[config.mk]
export PLATFORM = sky130hd
export DESIGN_NAME = pscc_top
export DESIGN_NICKNAME = d
export VERILOG_FILES = /design/src/design/pscc_pkg.sv /design/src/design/pscc_top.sv
export SDC_FILE = /design/constraint.sdc
export NUM_CORES = 1
export LEC_CHECK = 0
export ABC_AREA = 1
export BUFFER_PORTS_ARGS = -buffer_cell sky130_fd_sc_hd__clkbuf_2
export CORE_ASPECT_RATIO = 1.25
export CORE_MARGIN = 5
export CORE_UTILIZATION = 54
export DETAILED_ROUTE_END_ITERATION = 16
export PLACE_DENSITY = 0.92
export REMOVE_ABC_BUFFERS = 1
export SYNTH_ARGS = -nofsm -noshare
export SYNTH_HDL_FRONTEND = slang
export SYNTH_SLANG_ARGS = --single-unit
[constraint.sdc]
create_clock -name core_clk -period 4.8 [get_ports core_clk]
set_input_delay 0.48 -clock core_clk [delete_from_list [all_inputs] [get_ports core_clk]]
set_output_delay 0.48 -clock core_clk [all_outputs]
set_load 0.05 [all_outputs]
[src/design/pscc_pkg.sv]
// Purpose: Constants, register map and types of the clock multiplier control block
// Assumes: 8-bit registers, one per aligned 32-bit Wishbone word, byte address = index * 4
// Notes:   Indices above the low 30 bits are cut to the word address width

`default_nettype none

package pscc_pkg;
  // ==========================================================================
  // Register indices
  localparam logic [31:0] IDX_MULT_CTL  = 32'hfffff82c;
  localparam logic [31:0] IDX_SFC_A     = 32'h0ffff3f1;
  localparam logic [31:0] IDX_SFC_B     = 32'h0ffff3f2;
  localparam logic [31:0] IDX_LOCK      = 32'h00000100;
  localparam logic [31:0] IDX_LOCKUP    = 32'h00000101;
  localparam logic [31:0] IDX_SPREAD    = 32'h00000102;

  // ==========================================================================
  // Field positions
  localparam int MC_EN_BIT       = 0;
  localparam int MC_SEL_BIT      = 1;
  localparam int SC_EN_BIT       = 0;
  localparam int SC_SEL_BIT      = 1;
  localparam int SFA_HALVE_BIT   = 7;
  localparam int SFA_RDIV_LSB    = 4;
  localparam int SFA_ODIV_LSB    = 2;
  localparam int SFA_RANGE_LSB   = 0;
  localparam int SFB_MOD_BIT     = 7;
  localparam int SFB_DEPTH_LSB   = 4;
  localparam int SFB_PER_LSB     = 0;
  localparam logic [7:0] SFB_WMASK = 8'hf3;

  // ==========================================================================
  // Reset values
  localparam logic [7:0] SFA_RST     = 8'h00;
  localparam logic [7:0] SFB_RST     = 8'h00;
  localparam logic [2:0] LOCKUP_RST  = 3'h3;
  localparam logic       LOCK_RST    = 1'h1;

  // ==========================================================================
  // Codes and counts
  localparam logic [2:0]  LOCKUP_CODE_12 = 3'h2;
  localparam logic [2:0]  LOCKUP_CODE_13 = 3'h3;
  localparam logic [2:0]  LOCKUP_CODE_14 = 3'h4;
  localparam logic [14:0] LOCKUP_CYC_12  = 15'h1000;
  localparam logic [14:0] LOCKUP_CYC_13  = 15'h2000;
  localparam logic [14:0] LOCKUP_CYC_14  = 15'h4000;
  localparam logic [1:0]  ODIV_CODE_2    = 2'h1;
  localparam logic [1:0]  ODIV_CODE_4    = 2'h2;
  localparam logic [2:0]  ODIV_RATIO_2   = 3'h2;
  localparam logic [2:0]  ODIV_RATIO_4   = 3'h4;
  localparam logic [2:0]  DEPTH_MAX      = 3'h5;
  localparam logic [1:0]  PERIOD_BAD     = 2'h3;

  typedef enum logic {LK_IDLE, LK_COUNT} pscc_lock_state_t;
endpackage : pscc_pkg

`default_nettype wire

[src/design/pscc_top.sv]
// Purpose: Multiplier and spread-spectrum control, lock tracking, reference divider, clock pin
// Assumes: core_clk is the main oscillator; standby and timer inputs are synchronous
// Notes:   Registers on classic Wishbone, one wait state on every access
//
// Decided for this implementation: the Wishbone interface to the registers.

`default_nettype none

module pscc_top #(
  parameter logic [14:0] LOCKUP_CYC_12 = pscc_pkg::LOCKUP_CYC_12,
  parameter logic [14:0] LOCKUP_CYC_13 = pscc_pkg::LOCKUP_CYC_13,
  parameter logic [14:0] LOCKUP_CYC_14 = pscc_pkg::LOCKUP_CYC_14
) (
  // Clock and reset
  input  wire logic        core_clk,
  input  wire logic        resetn,
  // Wishbone slave
  input  wire logic        wb_cyc,
  input  wire logic        wb_stb,
  input  wire logic        wb_we,
  input  wire logic [31:0] wb_adr,
  input  wire logic [3:0]  wb_sel,
  input  wire logic [31:0] wb_dat_w,
  output logic [31:0]      wb_dat_r,
  output logic             wb_ack,
  // Standby controller and oscillator status
  input  wire logic        stop_mode,
  input  wire logic        intermediate_standby,
  input  wire logic        ost_overflow,
  input  wire logic        intermediate_standby_setup_done,
  input  wire logic        main_osc_stop,
  input  wire logic        subclock_select,
  // System clock output pin
  input  wire logic        sys_clk_level,
  input  wire logic        sys_clk_operable,
  input  wire logic        port_output_mode,
  output logic             clk_out,
  output logic             clk_out_oe,
  // Clock multiplier controls
  output logic             multiplied_clock_select,
  output logic             multiplier_enable,
  output logic             spread_output_select,
  output logic             pll_run,
  output logic             spread_spectrum_generator_run,
  output logic             lock_unlocked,
  output logic             pfd_ref_tick,
  output logic [2:0]       gen_out_div,
  output logic             mod_active,
  output logic [2:0]       mod_depth,
  output logic [1:0]       mod_period,
  output logic [1:0]       range_select,
  output logic             config_error
);

  // ==========================================================================
  // Reset release
  logic rst_meta_ff;
  logic rst_sync_ff;

  always_ff @(posedge core_clk or negedge resetn) begin
    if (!resetn) begin
      rst_meta_ff <= 1'h0;
      rst_sync_ff <= 1'h0;
    end else begin
      rst_meta_ff <= 1'h1;
      rst_sync_ff <= rst_meta_ff;
    end
  end

  // ==========================================================================
  // Bus decode
  logic        ack_ff;
  logic [31:0] dat_ff;
  logic        req;
  logic        wr_go;
  logic        hit_mult;
  logic        hit_sfa;
  logic        hit_sfb;
  logic        hit_lock;
  logic        hit_lockup;
  logic        hit_spread;

  assign req        = wb_cyc & wb_stb;
  // Write lands on the edge where the master sees ack
  assign wr_go      = req & wb_we & ack_ff & wb_sel[0];
  assign hit_mult   = wb_adr[31:2] == pscc_pkg::IDX_MULT_CTL[29:0];
  assign hit_sfa    = wb_adr[31:2] == pscc_pkg::IDX_SFC_A[29:0];
  assign hit_sfb    = wb_adr[31:2] == pscc_pkg::IDX_SFC_B[29:0];
  assign hit_lock   = wb_adr[31:2] == pscc_pkg::IDX_LOCK[29:0];
  assign hit_lockup = wb_adr[31:2] == pscc_pkg::IDX_LOCKUP[29:0];
  assign hit_spread = wb_adr[31:2] == pscc_pkg::IDX_SPREAD[29:0];

  // ==========================================================================
  // Control registers
  logic       mult_en_ff;
  logic       mult_sel_ff;
  logic       sp_en_ff;
  logic       sp_sel_ff;
  logic [7:0] sfa_ff;
  logic [7:0] sfb_ff;
  logic [2:0] lockup_ff;
  logic       lock_ff;
  logic       nxt_mult_en;
  logic       nxt_mult_sel;
  logic       nxt_sp_en;
  logic       nxt_sp_sel;
  logic       mult_dis_evt;
  logic       mult_on_evt;

  always_comb begin
    nxt_mult_en  = mult_en_ff;
    nxt_mult_sel = mult_sel_ff;
    if (wr_go && hit_mult) begin
      nxt_mult_en  = wb_dat_w[pscc_pkg::MC_EN_BIT];
      // Select refuses one while unlocked and drops with the enable
      nxt_mult_sel = wb_dat_w[pscc_pkg::MC_SEL_BIT] & ~lock_ff & wb_dat_w[pscc_pkg::MC_EN_BIT];
    end else if (!mult_en_ff) begin
      nxt_mult_sel = 1'h0;
    end
  end

  always_comb begin
    nxt_sp_en  = sp_en_ff;
    nxt_sp_sel = sp_sel_ff;
    if (wr_go && hit_spread) begin
      nxt_sp_en  = wb_dat_w[pscc_pkg::SC_EN_BIT];
      nxt_sp_sel = wb_dat_w[pscc_pkg::SC_SEL_BIT] & wb_dat_w[pscc_pkg::SC_EN_BIT];
    end
  end

  assign mult_dis_evt = mult_en_ff & ~nxt_mult_en;
  assign mult_on_evt  = ~mult_en_ff & nxt_mult_en;

  always_ff @(posedge core_clk or negedge rst_sync_ff) begin
    if (!rst_sync_ff) begin
      mult_en_ff  <= 1'h0;
      mult_sel_ff <= 1'h0;
      sp_en_ff    <= 1'h0;
      sp_sel_ff   <= 1'h0;
    end else begin
      mult_en_ff  <= nxt_mult_en;
      mult_sel_ff <= nxt_mult_sel;
      sp_en_ff    <= nxt_sp_en;
      sp_sel_ff   <= nxt_sp_sel;
    end
  end

  always_ff @(posedge core_clk or negedge rst_sync_ff) begin
    if (!rst_sync_ff) begin
      sfa_ff    <= pscc_pkg::SFA_RST;
      sfb_ff    <= pscc_pkg::SFB_RST;
      lockup_ff <= pscc_pkg::LOCKUP_RST;
    end else if (wr_go) begin
      if (hit_sfa) begin
        sfa_ff <= wb_dat_w[7:0];
      end
      // Modulation settings are frozen while the generator is enabled
      if (hit_sfb && !sp_en_ff) begin
        sfb_ff <= wb_dat_w[7:0] & pscc_pkg::SFB_WMASK;
      end
      if (hit_lockup) begin
        lockup_ff <= wb_dat_w[2:0];
      end
    end
  end

  // ==========================================================================
  // Lockup timer
  pscc_pkg::pscc_lock_state_t lk_state_ff;
  logic [14:0] lk_cnt_ff;
  logic [14:0] lk_last;
  logic        lockup_done;

  always_comb begin
    unique case (lockup_ff)
      pscc_pkg::LOCKUP_CODE_12: lk_last = LOCKUP_CYC_12 - 15'h1;
      pscc_pkg::LOCKUP_CODE_13: lk_last = LOCKUP_CYC_13 - 15'h1;
      // Prohibited codes fall back to the longest wait
      default:                  lk_last = LOCKUP_CYC_14 - 15'h1;
    endcase
  end

  assign lockup_done = (lk_state_ff == pscc_pkg::LK_COUNT) && (lk_cnt_ff == lk_last) && !mult_dis_evt;

  always_ff @(posedge core_clk or negedge rst_sync_ff) begin
    if (!rst_sync_ff) begin
      lk_state_ff <= pscc_pkg::LK_IDLE;
      lk_cnt_ff   <= 15'h0;
    end else if (mult_dis_evt) begin
      lk_state_ff <= pscc_pkg::LK_IDLE;
      lk_cnt_ff   <= 15'h0;
    end else if (mult_on_evt) begin
      lk_state_ff <= pscc_pkg::LK_COUNT;
      lk_cnt_ff   <= 15'h0;
    end else begin
      unique case (lk_state_ff)
        pscc_pkg::LK_IDLE: begin
          lk_cnt_ff <= 15'h0;
        end
        pscc_pkg::LK_COUNT: begin
          if (lockup_done) begin
            lk_state_ff <= pscc_pkg::LK_IDLE;
            lk_cnt_ff   <= 15'h0;
          end else begin
            lk_cnt_ff <= lk_cnt_ff + 15'h1;
          end
        end
      endcase
    end
  end

  // ==========================================================================
  // Lock flag
  logic stop_armed_ff;
  logic intermediate_standby_armed_ff;
  logic lock_set;
  logic lock_clear;
  logic stop_wake;
  logic intermediate_standby_wake;

  assign lock_set   = stop_mode | intermediate_standby | mult_dis_evt
                    | (main_osc_stop & subclock_select);
  assign stop_wake  = stop_armed_ff & ~stop_mode & ost_overflow;
  assign intermediate_standby_wake = intermediate_standby_armed_ff & ~intermediate_standby & intermediate_standby_setup_done;
  assign lock_clear = lockup_done | stop_wake | intermediate_standby_wake;

  always_ff @(posedge core_clk or negedge rst_sync_ff) begin
    if (!rst_sync_ff) begin
      stop_armed_ff  <= 1'h0;
      intermediate_standby_armed_ff <= 1'h0;
    end else begin
      if (stop_mode && mult_en_ff) begin
        stop_armed_ff <= 1'h1;
      end else if (stop_wake || mult_dis_evt) begin
        stop_armed_ff <= 1'h0;
      end
      if (intermediate_standby && mult_en_ff) begin
        intermediate_standby_armed_ff <= 1'h1;
      end else if (intermediate_standby_wake || mult_dis_evt) begin
        intermediate_standby_armed_ff <= 1'h0;
      end
    end
  end

  // Set wins: an unlock event never gets lost to a clear in the same cycle
  always_ff @(posedge core_clk or negedge rst_sync_ff) begin
    if (!rst_sync_ff) begin
      lock_ff <= pscc_pkg::LOCK_RST;
    end else if (lock_set) begin
      lock_ff <= 1'h1;
    end else if (lock_clear) begin
      lock_ff <= 1'h0;
    end
  end

  // ==========================================================================
  // Generator reference path
  logic       gen_run;
  logic       half_ff;
  logic       gen_in_tick;
  logic [2:0] rdiv_cnt_ff;
  logic [2:0] rdiv_field;
  logic       pfd_ff;

  assign gen_run     = mult_en_ff & sp_en_ff & ~main_osc_stop;
  assign gen_in_tick = gen_run & (~sfa_ff[pscc_pkg::SFA_HALVE_BIT] | half_ff);
  assign rdiv_field  = sfa_ff[pscc_pkg::SFA_RDIV_LSB +: 3];

  always_ff @(posedge core_clk or negedge rst_sync_ff) begin
    if (!rst_sync_ff) begin
      half_ff     <= 1'h0;
      rdiv_cnt_ff <= 3'h0;
      pfd_ff      <= 1'h0;
    end else if (!gen_run) begin
      half_ff     <= 1'h0;
      rdiv_cnt_ff <= 3'h0;
      pfd_ff      <= 1'h0;
    end else begin
      half_ff <= ~half_ff;
      pfd_ff  <= gen_in_tick && (rdiv_cnt_ff == rdiv_field);
      if (gen_in_tick) begin
        rdiv_cnt_ff <= (rdiv_cnt_ff == rdiv_field) ? 3'h0 : rdiv_cnt_ff + 3'h1;
      end
    end
  end

  // ==========================================================================
  // Registered outputs and output assignments
  logic [2:0] odiv_ff;
  logic       cfg_err_ff;
  logic       mod_act_ff;
  logic       clk_out_ff;
  logic       clk_oe_ff;
  logic [1:0] odiv_code;

  assign odiv_code = sfa_ff[pscc_pkg::SFA_ODIV_LSB +: 2];

  always_ff @(posedge core_clk or negedge rst_sync_ff) begin
    if (!rst_sync_ff) begin
      odiv_ff    <= 3'h0;
      cfg_err_ff <= 1'h0;
      mod_act_ff <= 1'h0;
      clk_out_ff <= 1'h0;
      clk_oe_ff  <= 1'h0;
    end else begin
      odiv_ff    <= (odiv_code == pscc_pkg::ODIV_CODE_2) ? pscc_pkg::ODIV_RATIO_2 :
                    (odiv_code == pscc_pkg::ODIV_CODE_4) ? pscc_pkg::ODIV_RATIO_4 : 3'h0;
      cfg_err_ff <= (lockup_ff < pscc_pkg::LOCKUP_CODE_12) || (lockup_ff > pscc_pkg::LOCKUP_CODE_14)
                  || (odiv_code != pscc_pkg::ODIV_CODE_2 && odiv_code != pscc_pkg::ODIV_CODE_4)
                  || (sfb_ff[pscc_pkg::SFB_DEPTH_LSB +: 3] > pscc_pkg::DEPTH_MAX)
                  || (sfb_ff[pscc_pkg::SFB_PER_LSB +: 2] == pscc_pkg::PERIOD_BAD);
      mod_act_ff <= gen_run & sfb_ff[pscc_pkg::SFB_MOD_BIT];
      clk_out_ff <= sys_clk_operable & sys_clk_level;
      // Pin floats until the port is switched to output
      clk_oe_ff  <= port_output_mode;
    end
  end

  assign clk_out                 = clk_out_ff;
  assign clk_out_oe              = clk_oe_ff;
  assign multiplied_clock_select = mult_sel_ff;
  assign multiplier_enable       = mult_en_ff;
  assign spread_output_select    = sp_sel_ff;
  assign pll_run                 = mult_en_ff & ~sp_en_ff;
  assign spread_spectrum_generator_run                = gen_run;
  assign lock_unlocked           = lock_ff;
  assign pfd_ref_tick            = pfd_ff;
  assign gen_out_div             = odiv_ff;
  assign mod_active              = mod_act_ff;
  assign mod_depth               = sfb_ff[pscc_pkg::SFB_DEPTH_LSB +: 3];
  assign mod_period              = sfb_ff[pscc_pkg::SFB_PER_LSB +: 2];
  assign range_select            = sfa_ff[pscc_pkg::SFA_RANGE_LSB +: 2];
  assign config_error            = cfg_err_ff;

  // ==========================================================================
  // Read path and acknowledge
  logic [7:0] rd_byte;

  always_comb begin
    rd_byte = 8'h00;
    if (hit_mult) begin
      rd_byte[pscc_pkg::MC_EN_BIT]  = mult_en_ff;
      rd_byte[pscc_pkg::MC_SEL_BIT] = mult_sel_ff;
    end else if (hit_sfa) begin
      rd_byte = sfa_ff;
    end else if (hit_sfb) begin
      rd_byte = sfb_ff;
    end else if (hit_lock) begin
      rd_byte[0] = lock_ff;
    end else if (hit_lockup) begin
      rd_byte[2:0] = lockup_ff;
    end else if (hit_spread) begin
      rd_byte[pscc_pkg::SC_EN_BIT]  = sp_en_ff;
      rd_byte[pscc_pkg::SC_SEL_BIT] = sp_sel_ff;
    end
  end

  // Unmapped addresses still ack and read zero, so a stray access never hangs
  always_ff @(posedge core_clk or negedge rst_sync_ff) begin
    if (!rst_sync_ff) begin
      ack_ff <= 1'h0;
      dat_ff <= 32'h0;
    end else begin
      ack_ff <= req & ~ack_ff;
      dat_ff <= (req && !ack_ff && !wb_we) ? {24'h0, rd_byte} : 32'h0;
    end
  end

  assign wb_ack   = ack_ff;
  assign wb_dat_r = dat_ff;

  // ==========================================================================
  // Checks
  logic [14:0] en_age_ff;

  always_ff @(posedge core_clk or negedge rst_sync_ff) begin
    if (!rst_sync_ff) begin
      en_age_ff <= 15'h0;
    end else if (mult_on_evt || !mult_en_ff) begin
      en_age_ff <= 15'h0;
    end else if (en_age_ff != 15'h7fff) begin
      en_age_ff <= en_age_ff + 15'h1;
    end
  end
endmodule : pscc_top

`default_nettype wire

==> impl_metrics.ini, run 1 <==
[logic_synthesis]
synth_flop_cell = dfrtp_1
avgSynthCellArea_sq_um = 7.85
ys_types = 38
netlist_area_sq_mm = 0.00369
postSynthCellCount = 470
synth-edff-count = 0
ys_async_sr_fraction_pct = 100
ys_seq_elements = 62
yosys_warnings = 0
ys_seq_area_share_pct = 42.2

[place]
gp_congestion = 0.877
dp_hpwl_microns = 6480
placed_area_sq_mm = 0.00402
place_ws_ps = 2860
io_buffers = 81

[finish]
fill_cells = 554
area_delta_synth_final_pct = 15.5
fin_area_sq_mm = 0.00426
diodes = 0
drive_gt1_share_pct = 25.0
nets = 637

[clock_network]
cts.repair.resized = 0
cts_tree = done
cts_sinks = 62
cts_buffers = 9
clk_latency_ps = 350
clk_pin_slew_ps = 70
cts_hold_buf = 1
postCtsSetupRepairBufs = 0
root_buffer = clkbuf_8
clockBufferDepth = 2
htree_levels = 3

[setup_path]
criticalPathCategory = reg2out
critPathRequiredTime_ps = 4320
worstPathMaxFanout = 6
worst_setup_path_start_kind = flop
endpoint_kind = primary output
rr_worst_depth = 6
arrival_ps = 1750

[global_routing]
grt_pass1_wl_microns = 14000
gr-total-overflow = 0
track_usage_pct = 20.4
grt_pass1_vias = 3213
antenna_found_initial = 0
grt_max_degree = 61

[route]
first_pass_iters = 5
via_per_inst = 5.10
wl_microns = 8600
via_count = 3280
postRouteAntennaNets = 0
drt_iter0_drc = 169
wire_per_inst_microns = 13.4
drcViolationCount = 0

[timing]
min_period_over_period_pct = 46.4
period_needed_ps = 2230
tightest_slew_ps = 745
finalSetupTns_ps = 0
max_freq_ghz = 0.449
holdWs_ps = 242
finalMaxSlewViolations = 0
postLayoutSetupSlackWorst_ps = 2570
rsz0062_at_grt = no
skew_ps = 9.42
finalSetupViolations = 0
slew_headroom_pct = 50.4
hold_violations = 0

[power]
irDropWorstVdd_mv = 0.145
p_per_area_mw_per_mm2 = 276
total_power_mw = 1.17
power_leakage_nw = 2.23

[run]
drv_cap = 0

[floorplanning]
start_util_pct = 55.8
dieArea_sq_mm = 0.00859
chipHeight_microns = 102
rows = 33
num_io_pins = 136
core_area_sq_mm = 0.00661
fp.dieW_microns = 83.9

[worst_hold_path]
min_path_cells = 1
hold_class = in2reg

[run_status]
status = completed
[logic make-up after synthesis]
group	Yosys count	share of synthesized area [%]
other	2	0.204
AOI/OAI and AO/OA	41	6.89
muxes	1	0.407
and+or+nand+nor	242	31.3
xor gates and xnor gates	14	3.32
adders and majority gates	4	1.36
buffers and inverters	104	14.3
DFF	62	42.2
[where the power goes]
part / switching (mW) / internal [mW] / total (mW)
clock: 0.228 / 0.298 / 0.527
combinational: 0.0923 / 0.0265 / 0.119
sequential: 0.00210 / 0.526 / 0.529
total: 0.323 / 0.851 / 1.17
[layout by cell type, fill, tap and decap left out, types with 2 or more instances in the layout]
| cell | count |
|---|---|
| a21oi_1 | 13 |
| bufinv_16 | 2 |
| clkbuf_2 | 81 |
| clkbuf_8 | 9 |
| conb_1 | 26 |
| dfrtp_1 | 58 |
| dfstp_2 | 3 |
| ha_1 | 4 |
| inv_1 | 64 |
| inv_2 | 3 |
| inv_6 | 3 |
| nand2_1 | 79 |
| nand2_2 | 3 |
| nand2_4 | 2 |
| nand3_1 | 47 |
| nand4_1 | 18 |
| nor2_1 | 69 |
| nor2_2 | 7 |
| nor2_4 | 5 |
| nor3_1 | 4 |
| o21ai_0 | 8 |
| o21ai_1 | 6 |
| o21ai_2 | 10 |
| xnor2_1 | 6 |
| xor2_1 | 8 |
[area by class of cell]
| cell class | count | area (sq um) | share of cell area (%) |
|---|---|---|---|
| Timing Repair Buffer | 83 | 423 | 9.93 |
| Tap cell | 87 | 109 | 2.56 |
| Sequential cell | 62 | 1560 | 36.5 |
| Inverter | 67 | 251 | 5.90 |
| Clock inverter | 7 | 103 | 2.41 |
| Clock buffer | 9 | 124 | 2.91 |
| Multi-Input combinational cell | 328 | 1690 | 39.8 |
[through the flow]
stage               std cells  utilization [%]
global placement          626             60.9
floorplan                 457                -
global route              643             64.5
finish                    643             64.5
CTS                       643             64.5
detailed placement        626             60.9
[flip-flops by register name, summed over array words and instances (netlist names), 2 cells and up]
register	cells
sfb_ff	6
wb_dat_r	8
sfa_ff	8
rdiv_cnt_ff	3
gen_out_div	2
lk_cnt_ff	15
lockup_ff	3
[critical path, stage by stage, from the launching register on]
cell      delay (ps)
dfrtp_1          470
inv_1            150
nor3_1           410
clkbuf_2         370
[cell usage after synthesis, types with 2 or more instances]
cell type | instances | area share [%]
nand4_1 | 18 | 3.1
nand2_4 | 2 | 0.61
inv_2 | 3 | 0.31
nor2_2 | 7 | 1.2
o21ai_0 | 8 | 1.1
buf_4 | 33 | 6.7
nand2_1 | 79 | 8.0
xor2_1 | 8 | 1.9
nand2_2 | 3 | 0.51
buf_6 | 2 | 0.61
ha_1 | 4 | 1.4
conb_1 | 2 | 0.20
dfrtp_1 | 59 | 40
xnor2_1 | 6 | 1.4
o21ai_2 | 10 | 2.4
nor2_4 | 5 | 1.5
nor2_1 | 69 | 7.0
o21ai_1 | 6 | 0.81
inv_1 | 64 | 6.5
dfstp_2 | 3 | 2.1
a21oi_1 | 13 | 1.8
nand3_1 | 47 | 6.4
nor3_1 | 4 | 0.54
[metal layers]
metal | global-route usage [%] | up-vias | routed length (microns) | share of wire, %
met5 | 0 | - | 0 | 0
met1 | 22.7 | 1525 | 3360 | 39
met2 | 36.7 | 126 | 4410 | 51
li1 | - | 1601 | - | -
met3 | 4.76 | 28 | 500 | 5.8
met4 | 10.4 | 0 | 321 | 3.7
[final timing paths]
kind / end / slack (ps) / start
worst max-delay path: spread_spectrum_generator_run / 2570 / multiplier_enable$_DFF_PN0_
worst min-delay path: clk_out_oe$_DFF_PN0_ / 240 / port_output_mode
worst max register to register: rdiv_cnt_ff[0]$_DFFE_PN0P_ / 2970 / multiplier_enable$_DFF_PN0_
worst min register to register: rst_sync_ff$_DFF_PN0_ / 360 / rst_meta_ff$_DFF_PN0_
max in group asynchronous: rdiv_cnt_ff[2]$_DFFE_PN0P_ / 3900 / rst_sync_ff$_DFF_PN0_
min in group asynchronous: clk_out$_DFF_PN0_ / 420 / rst_sync_ff$_DFF_PN0_
Note: power is estimated with default switching activity, not from simulation.
==> run 2: changes to the inputs <==
- CORE_UTILIZATION: 54 -> 45
- PLACE_DENSITY: 0.92 -> 0.83
- clock period: 4.8 -> 2.02 ns (I/O delays scaled with it)
==> run 2 against run 1 <==
Critical path depth increased by 1. Via count decreased by 0.43%. Non-clock buffer count increased by 4. Cell area increased by 1.3%. Clock-buffer cell count unchanged. Critical endpoint unchanged.
==> impl_metrics.ini, run 2 (same netlist as run 1, synthesis figures left out) <==
[run_status]
status = completed

[timing]
rsz0062_at_grt = no
finalSetupViolations = 0
slew_headroom_pct = 60.2
hold_violations = 0
period_needed_ps = 1780
min_period_over_period_pct = 87.9
tightest_slew_ps = 597
skew_ps = 5.66
finalMaxSlewViolations = 0
finalSetupTns_ps = 0
max_freq_ghz = 0.563

[clock_network]
clockBufferDepth = 2
cts_tree = done
clk_pin_slew_ps = 70
clk_latency_ps = 350
htree_levels = 3
cts_sinks = 62
postCtsSetupRepairBufs = 0
root_buffer = clkbuf_8
cts_buffers = 9

[setup_path]
arrival_ps = 1570
critPathBufInv = 3
worst_setup_path_start_kind = flop
criticalPathCategory = reg2out
cp_cell_sequence = inv_1, nor3_1, buf_4, clkbuf_2
critical-path-top-delay-family = buffers and inverters
worstPathMaxFanout = 6
critPathRequiredTime_ps = 1820
cp_slowest_cell = dfrtp_1
slowest_delay_ps = 470
endpoint_kind = primary output

[floorplanning]
fp.dieW_microns = 91.0
dieArea_sq_mm = 0.0101
chipHeight_microns = 111
rows = 37
num_io_pins = 136
core_area_sq_mm = 0.00810
start_util_pct = 45.5

[finish]
layout_commonest_cell = clkbuf_2
largest_register_ffs = 15
area_delta_synth_final_pct = 17.0
drive_gt1_share_pct = 25.1
diodes = 0
most-common-layout-cells = 81 x clkbuf_2, 79 x nand2_1, 69 x nor2_1, 64 x inv_1, 58 x dfrtp_1
max_flop_register = lk_cnt_ff
final_util_pct = 53.3
final_cell_count_no_fill = 655
nets = 641

[route]
wire_per_inst_microns = 13.1
drt_iter0_drc = 163
first_pass_iters = 4
wl_microns = 8570
via_count = 3266
drcViolationCount = 0
postRouteAntennaNets = 0
via_per_inst = 4.99

[power]
p_seq_share_pct = 44.9
irDropWorstVdd_mv = 0.520
intPower_mw = 2.12
p_per_area_mw_per_mm2 = 654
power.switching_uw = 700
p_clk_share_pct = 45.2
p_sw_share_pct = 24.8
power_leakage_nw = 2.26
total_power_mw = 2.82
power_frac_comb_pct = 9.8

[place]
io_buffers = 81
dp.cells = 639
gp_congestion = 0.826
dp_hpwl_microns = 6840

[global_routing]
gr-total-overflow = 0
grt_max_degree = 27
antenna_found_initial = 0
track_usage_pct = 18.0
grt_pass1_wl_microns = 14800
grt_pass1_vias = 3266

[worst_hold_path]
hold_class = in2reg

[run]
drv_cap = 0
[run 2: changes by cell type in the layout (fill, tap and decap cells not counted)]
| cell | previous run | this run |
|---|---|---|
| buf_4 | 1 | 3 |
| clkinv_4 | 1 | 0 |
| clkinvlp_4 | 1 | 0 |
| dlygate4sd3_1 | 1 | 2 |
| clkinv_2 | 0 | 2 |
| buf_12 | 0 | 1 |
| bufinv_16 | 2 | 3 |
| inv_6 | 3 | 0 |
[run 2: stage by stage]
| stage | hold slack (ps) | setup WS (ps) | cell area, sq um |
|---|---|---|---|
| final | 34.2 | 244 | 4320 |
| after global routing | 29.3 | 122 | 4320 |
| after CTS | 22.7 | 227 | 4320 |
| after detailed placement | -10.7 | 290 | 4070 |
| after global placement | -11.7 | 344 | 4070 |
| after floorplan | -93.6 | -662 | 3500 |
[run 2: worst paths after layout]
kind	end	start	slack, ps	depth (start not counted)
min in group asynchronous	rst_sync_ff$_DFF_PN0_	resetn	170	2
min reg2reg	sfa_ff[7]$_DFFE_PN0P_	rst_sync_ff$_DFF_PN0_	280	0
min	clk_out$_DFF_PN0_	sys_clk_level	30	3
max reg2reg	lk_cnt_ff[9]$_DFF_PN0_	lk_cnt_ff[0]$_DFF_PN0_	270	8
max in group asynchronous	lock_unlocked$_DFFE_PN1P_	rst_sync_ff$_DFF_PN0_	1130	1
max	spread_spectrum_generator_run	multiplier_enable$_DFF_PN0_	240	4
[run 2: power by group through the flow]
stage                     logic (mW)  registers [mW]  clock network [mW]
after floorplan                0.162            1.31                   0
after global placement         0.270            1.29                   0
after detailed placement       0.275            1.29                   0
after CTS                      0.279            1.27                1.30
after global routing           0.304            1.27                1.37
final                          0.278            1.27                1.28
[run 2: timing repair]
action / in CTS / in global routing
gates resized for setup: 0 / 0
hold buffers: 2 / 0
hold endpoints to repair: 3 / 0
[run 2: metal layers]
| metal | GRT usage (%) | wire (microns) | share of wire [%] | up-vias |
|---|---|---|---|---|
| met5 | 0 | 0 | 0 | - |
| met4 | 8.51 | 217 | 2.5 | 0 |
| met3 | 5.02 | 476 | 5.6 | 20 |
| met2 | 31.4 | 4650 | 54 | 94 |
| met1 | 19.8 | 3220 | 38 | 1542 |
| li1 | - | - | - | 1610 |
[run 2: final cells by class]
| class | instances | area (sq um) |
|---|---|---|
| fillers | 757 | 3790 |
| multi-input cells | 328 | 1690 |
| flip-flops and latches | 62 | 1560 |
| repair buffers | 87 | 468 |
| inverters | 67 | 251 |
| clock buffers | 9 | 124 |
| well taps | 97 | 121 |
| clock inverters | 5 | 100 |
[run 2: worst register-to-register path: stages (launching register included)]
cell,delay [ps]
dfrtp_1,350
ha_1,190
nand3_1,140
nor2_1,310
nand4_1,180
nor2_1,200
nand2_4,120
nand3_1,90
nor2_1,40
==> run 3: changes to the inputs <==
- CTS_BUF_LIST: not set -> sky130_fd_sc_hd__clkbuf_16
==> run 3 against run 2 <==
Clock power up 34%. Largest cell class unchanged. Fmax up 1.6%. Hold slack better by 18 ps. Non-clock buffer count unchanged. Combinational power about the same. Highest routed layer unchanged. Global-route usage up 0.25 points. Clock-buffer cell count unchanged. Core utilization up 1.3 points. Die area unchanged.
==> impl_metrics.ini, run 3 (same netlist as run 1, synthesis figures left out) <==
[timing]
slew_headroom_pct = 60.4
rsz0062_at_grt = no
period_needed_ps = 1750
skew_ps = 5.64
finalMaxSlewViolations = 0
hold_violations = 0
tightest_slew_ps = 594
max_freq_ghz = 0.572
finalSetupViolations = 0
min_period_over_period_pct = 86.6
finalSetupTns_ps = 0

[route]
via_count = 3271
postRouteAntennaNets = 0
drcViolationCount = 0
wire_per_inst_microns = 13.4
first_pass_iters = 4
drt_iter0_drc = 171
wl_microns = 8750
via_per_inst = 4.99

[finish]
layout_commonest_cell = clkbuf_2
area_delta_synth_final_pct = 19.7
diodes = 0
final_cell_count_no_fill = 655
largest_register_ffs = 15
most-common-layout-cells = 81 x clkbuf_2, 79 x nand2_1, 69 x nor2_1, 64 x inv_1, 58 x dfrtp_1
drive_gt1_share_pct = 25.1
max_flop_register = lk_cnt_ff
nets = 641

[global_routing]
grt_pass1_wl_microns = 15100
grt_pass1_vias = 3295
track_usage_pct = 18.2
antenna_found_initial = 0
gr-total-overflow = 0
grt_max_degree = 27

[worst_hold_path]
hold_class = in2reg
worstHoldStart = sys_clk_level

[place]
dp.cells = 639
gp_congestion = 0.826
io_buffers = 81
dp_hpwl_microns = 6840

[setup_path]
slowest_delay_ps = 460
endpoint_kind = primary output
critPathRequiredTime_ps = 1820
critPathBufInv = 3
critical-path-top-delay-family = buffers and inverters
r2r-start = lockup_ff[1]$_DFFE_PN1P_
cp_slowest_cell = dfrtp_1
cp_cell_sequence = inv_1, nor3_1, buf_4, clkbuf_2
arrival_ps = 1550
criticalPathCategory = reg2out
worstPathMaxFanout = 6
worst_setup_path_start_kind = flop
startpoint = multiplier_enable$_DFF_PN0_

[floorplanning]
num_io_pins = 136
dieArea_sq_mm = 0.0101
fp.dieW_microns = 91.0
start_util_pct = 45.5
chipHeight_microns = 111
rows = 37
core_area_sq_mm = 0.00810

[power]
power.switching_uw = 758
power_leakage_nw = 2.31
power_frac_comb_pct = 8.5
p_per_area_mw_per_mm2 = 739
p_clk_share_pct = 52.6
intPower_mw = 2.51
p_sw_share_pct = 23.2
irDropWorstVdd_mv = 0.538
p_seq_share_pct = 38.9

[clock_network]
clockBufferDepth = 2
root_buffer = clkbuf_16
cts_buffers = 9
cts_tree = done
postCtsSetupRepairBufs = 0
clk_pin_slew_ps = 50
cts_sinks = 62
htree_levels = 3
clk_latency_ps = 330

[run]
drv_cap = 0

[run_status]
status = completed
## run 3: cell counts in the layout (fill, tap and decap cells not counted)
No cell type changed its count.
## run 3: cell type report
cell class / instances / area, sq um
Clock buffer: 9 / 225
Clock inverter: 5 / 100
Inverter: 67 / 251
Fill cell: 727 / 3680
Timing Repair Buffer: 87 / 468
Tap cell: 97 / 121
Sequential cell: 62 / 1560
Multi-Input combinational cell: 328 / 1690
## run 3: final timing paths
| kind | endpoint | slack (ps) | cells after the start |
|---|---|---|---|
| setup reg to reg | lk_cnt_ff[9]$_DFF_PN0_ | 280 | 9 |
| hold reg to reg | wb_dat_r[3]$_DFF_PN0_ | 270 | 0 |
| min in group asynchronous | rst_meta_ff$_DFF_PN0_ | 190 | 2 |
| setup / recovery | spread_spectrum_generator_run | 270 | 4 |
| max in group asynchronous | lock_unlocked$_DFFE_PN1P_ | 1130 | 1 |
| hold / removal | clk_out$_DFF_PN0_ | 50 | 3 |
## run 3: what timing repair did
action	4_1_cts	5_1_grt
resized for setup	0	0
setup endpoints to repair	0	0
hold buffers	2	0
endpoints found under the hold margin	3	0
## run 3: metal layers
metal  vias to the layer above  global-route usage [%]  wire length (microns)
met4                         0                    9.49                    273
met1                      1531                    19.9                   3320
met5                         -                       0                      0
li1                       1615                       -                      -
met2                       101                    32.1                   4710
met3                        24                    4.41                    446
## run 3: stage by stage
| stage | cell area [sq um] | total power [mW] | hold WS, ps | util (%) | setup slack [ps] |
|---|---|---|---|---|---|
| 2_1_floorplan | 3500 | 1.47 | -93.6 | - | -662 |
| 3_3_place_gp | 4070 | 1.56 | -11.7 | 50.3 | 344 |
| 3_5_place_dp | 4070 | 1.57 | -10.7 | 50.3 | 290 |
| 4_1_cts | 4420 | 3.27 | 51.9 | 54.5 | 259 |
| 5_1_grt | 4420 | 3.37 | 61.3 | 54.5 | 112 |
| 6_report | 4420 | 3.26 | 52.6 | 54.5 | 271 |
## run 3: worst register-to-register path, delay by kind of cell (launching register included)
kind | cells | cell delay (ps)
simple gates | 7 | 790
flops | 1 | 540
compound gates | 1 | 230
buf+inv | 1 | 50
## run 3: power by group through the flow
stage	Clock, mW	Sequential, mW	Combinational (mW)
5_1_grt	1.79	1.27	0.304
4_1_cts	1.72	1.27	0.279
3_3_place_gp	0	1.29	0.270
3_5_place_dp	0	1.29	0.275
2_1_floorplan	0	1.31	0.162
6_report	1.72	1.27	0.278
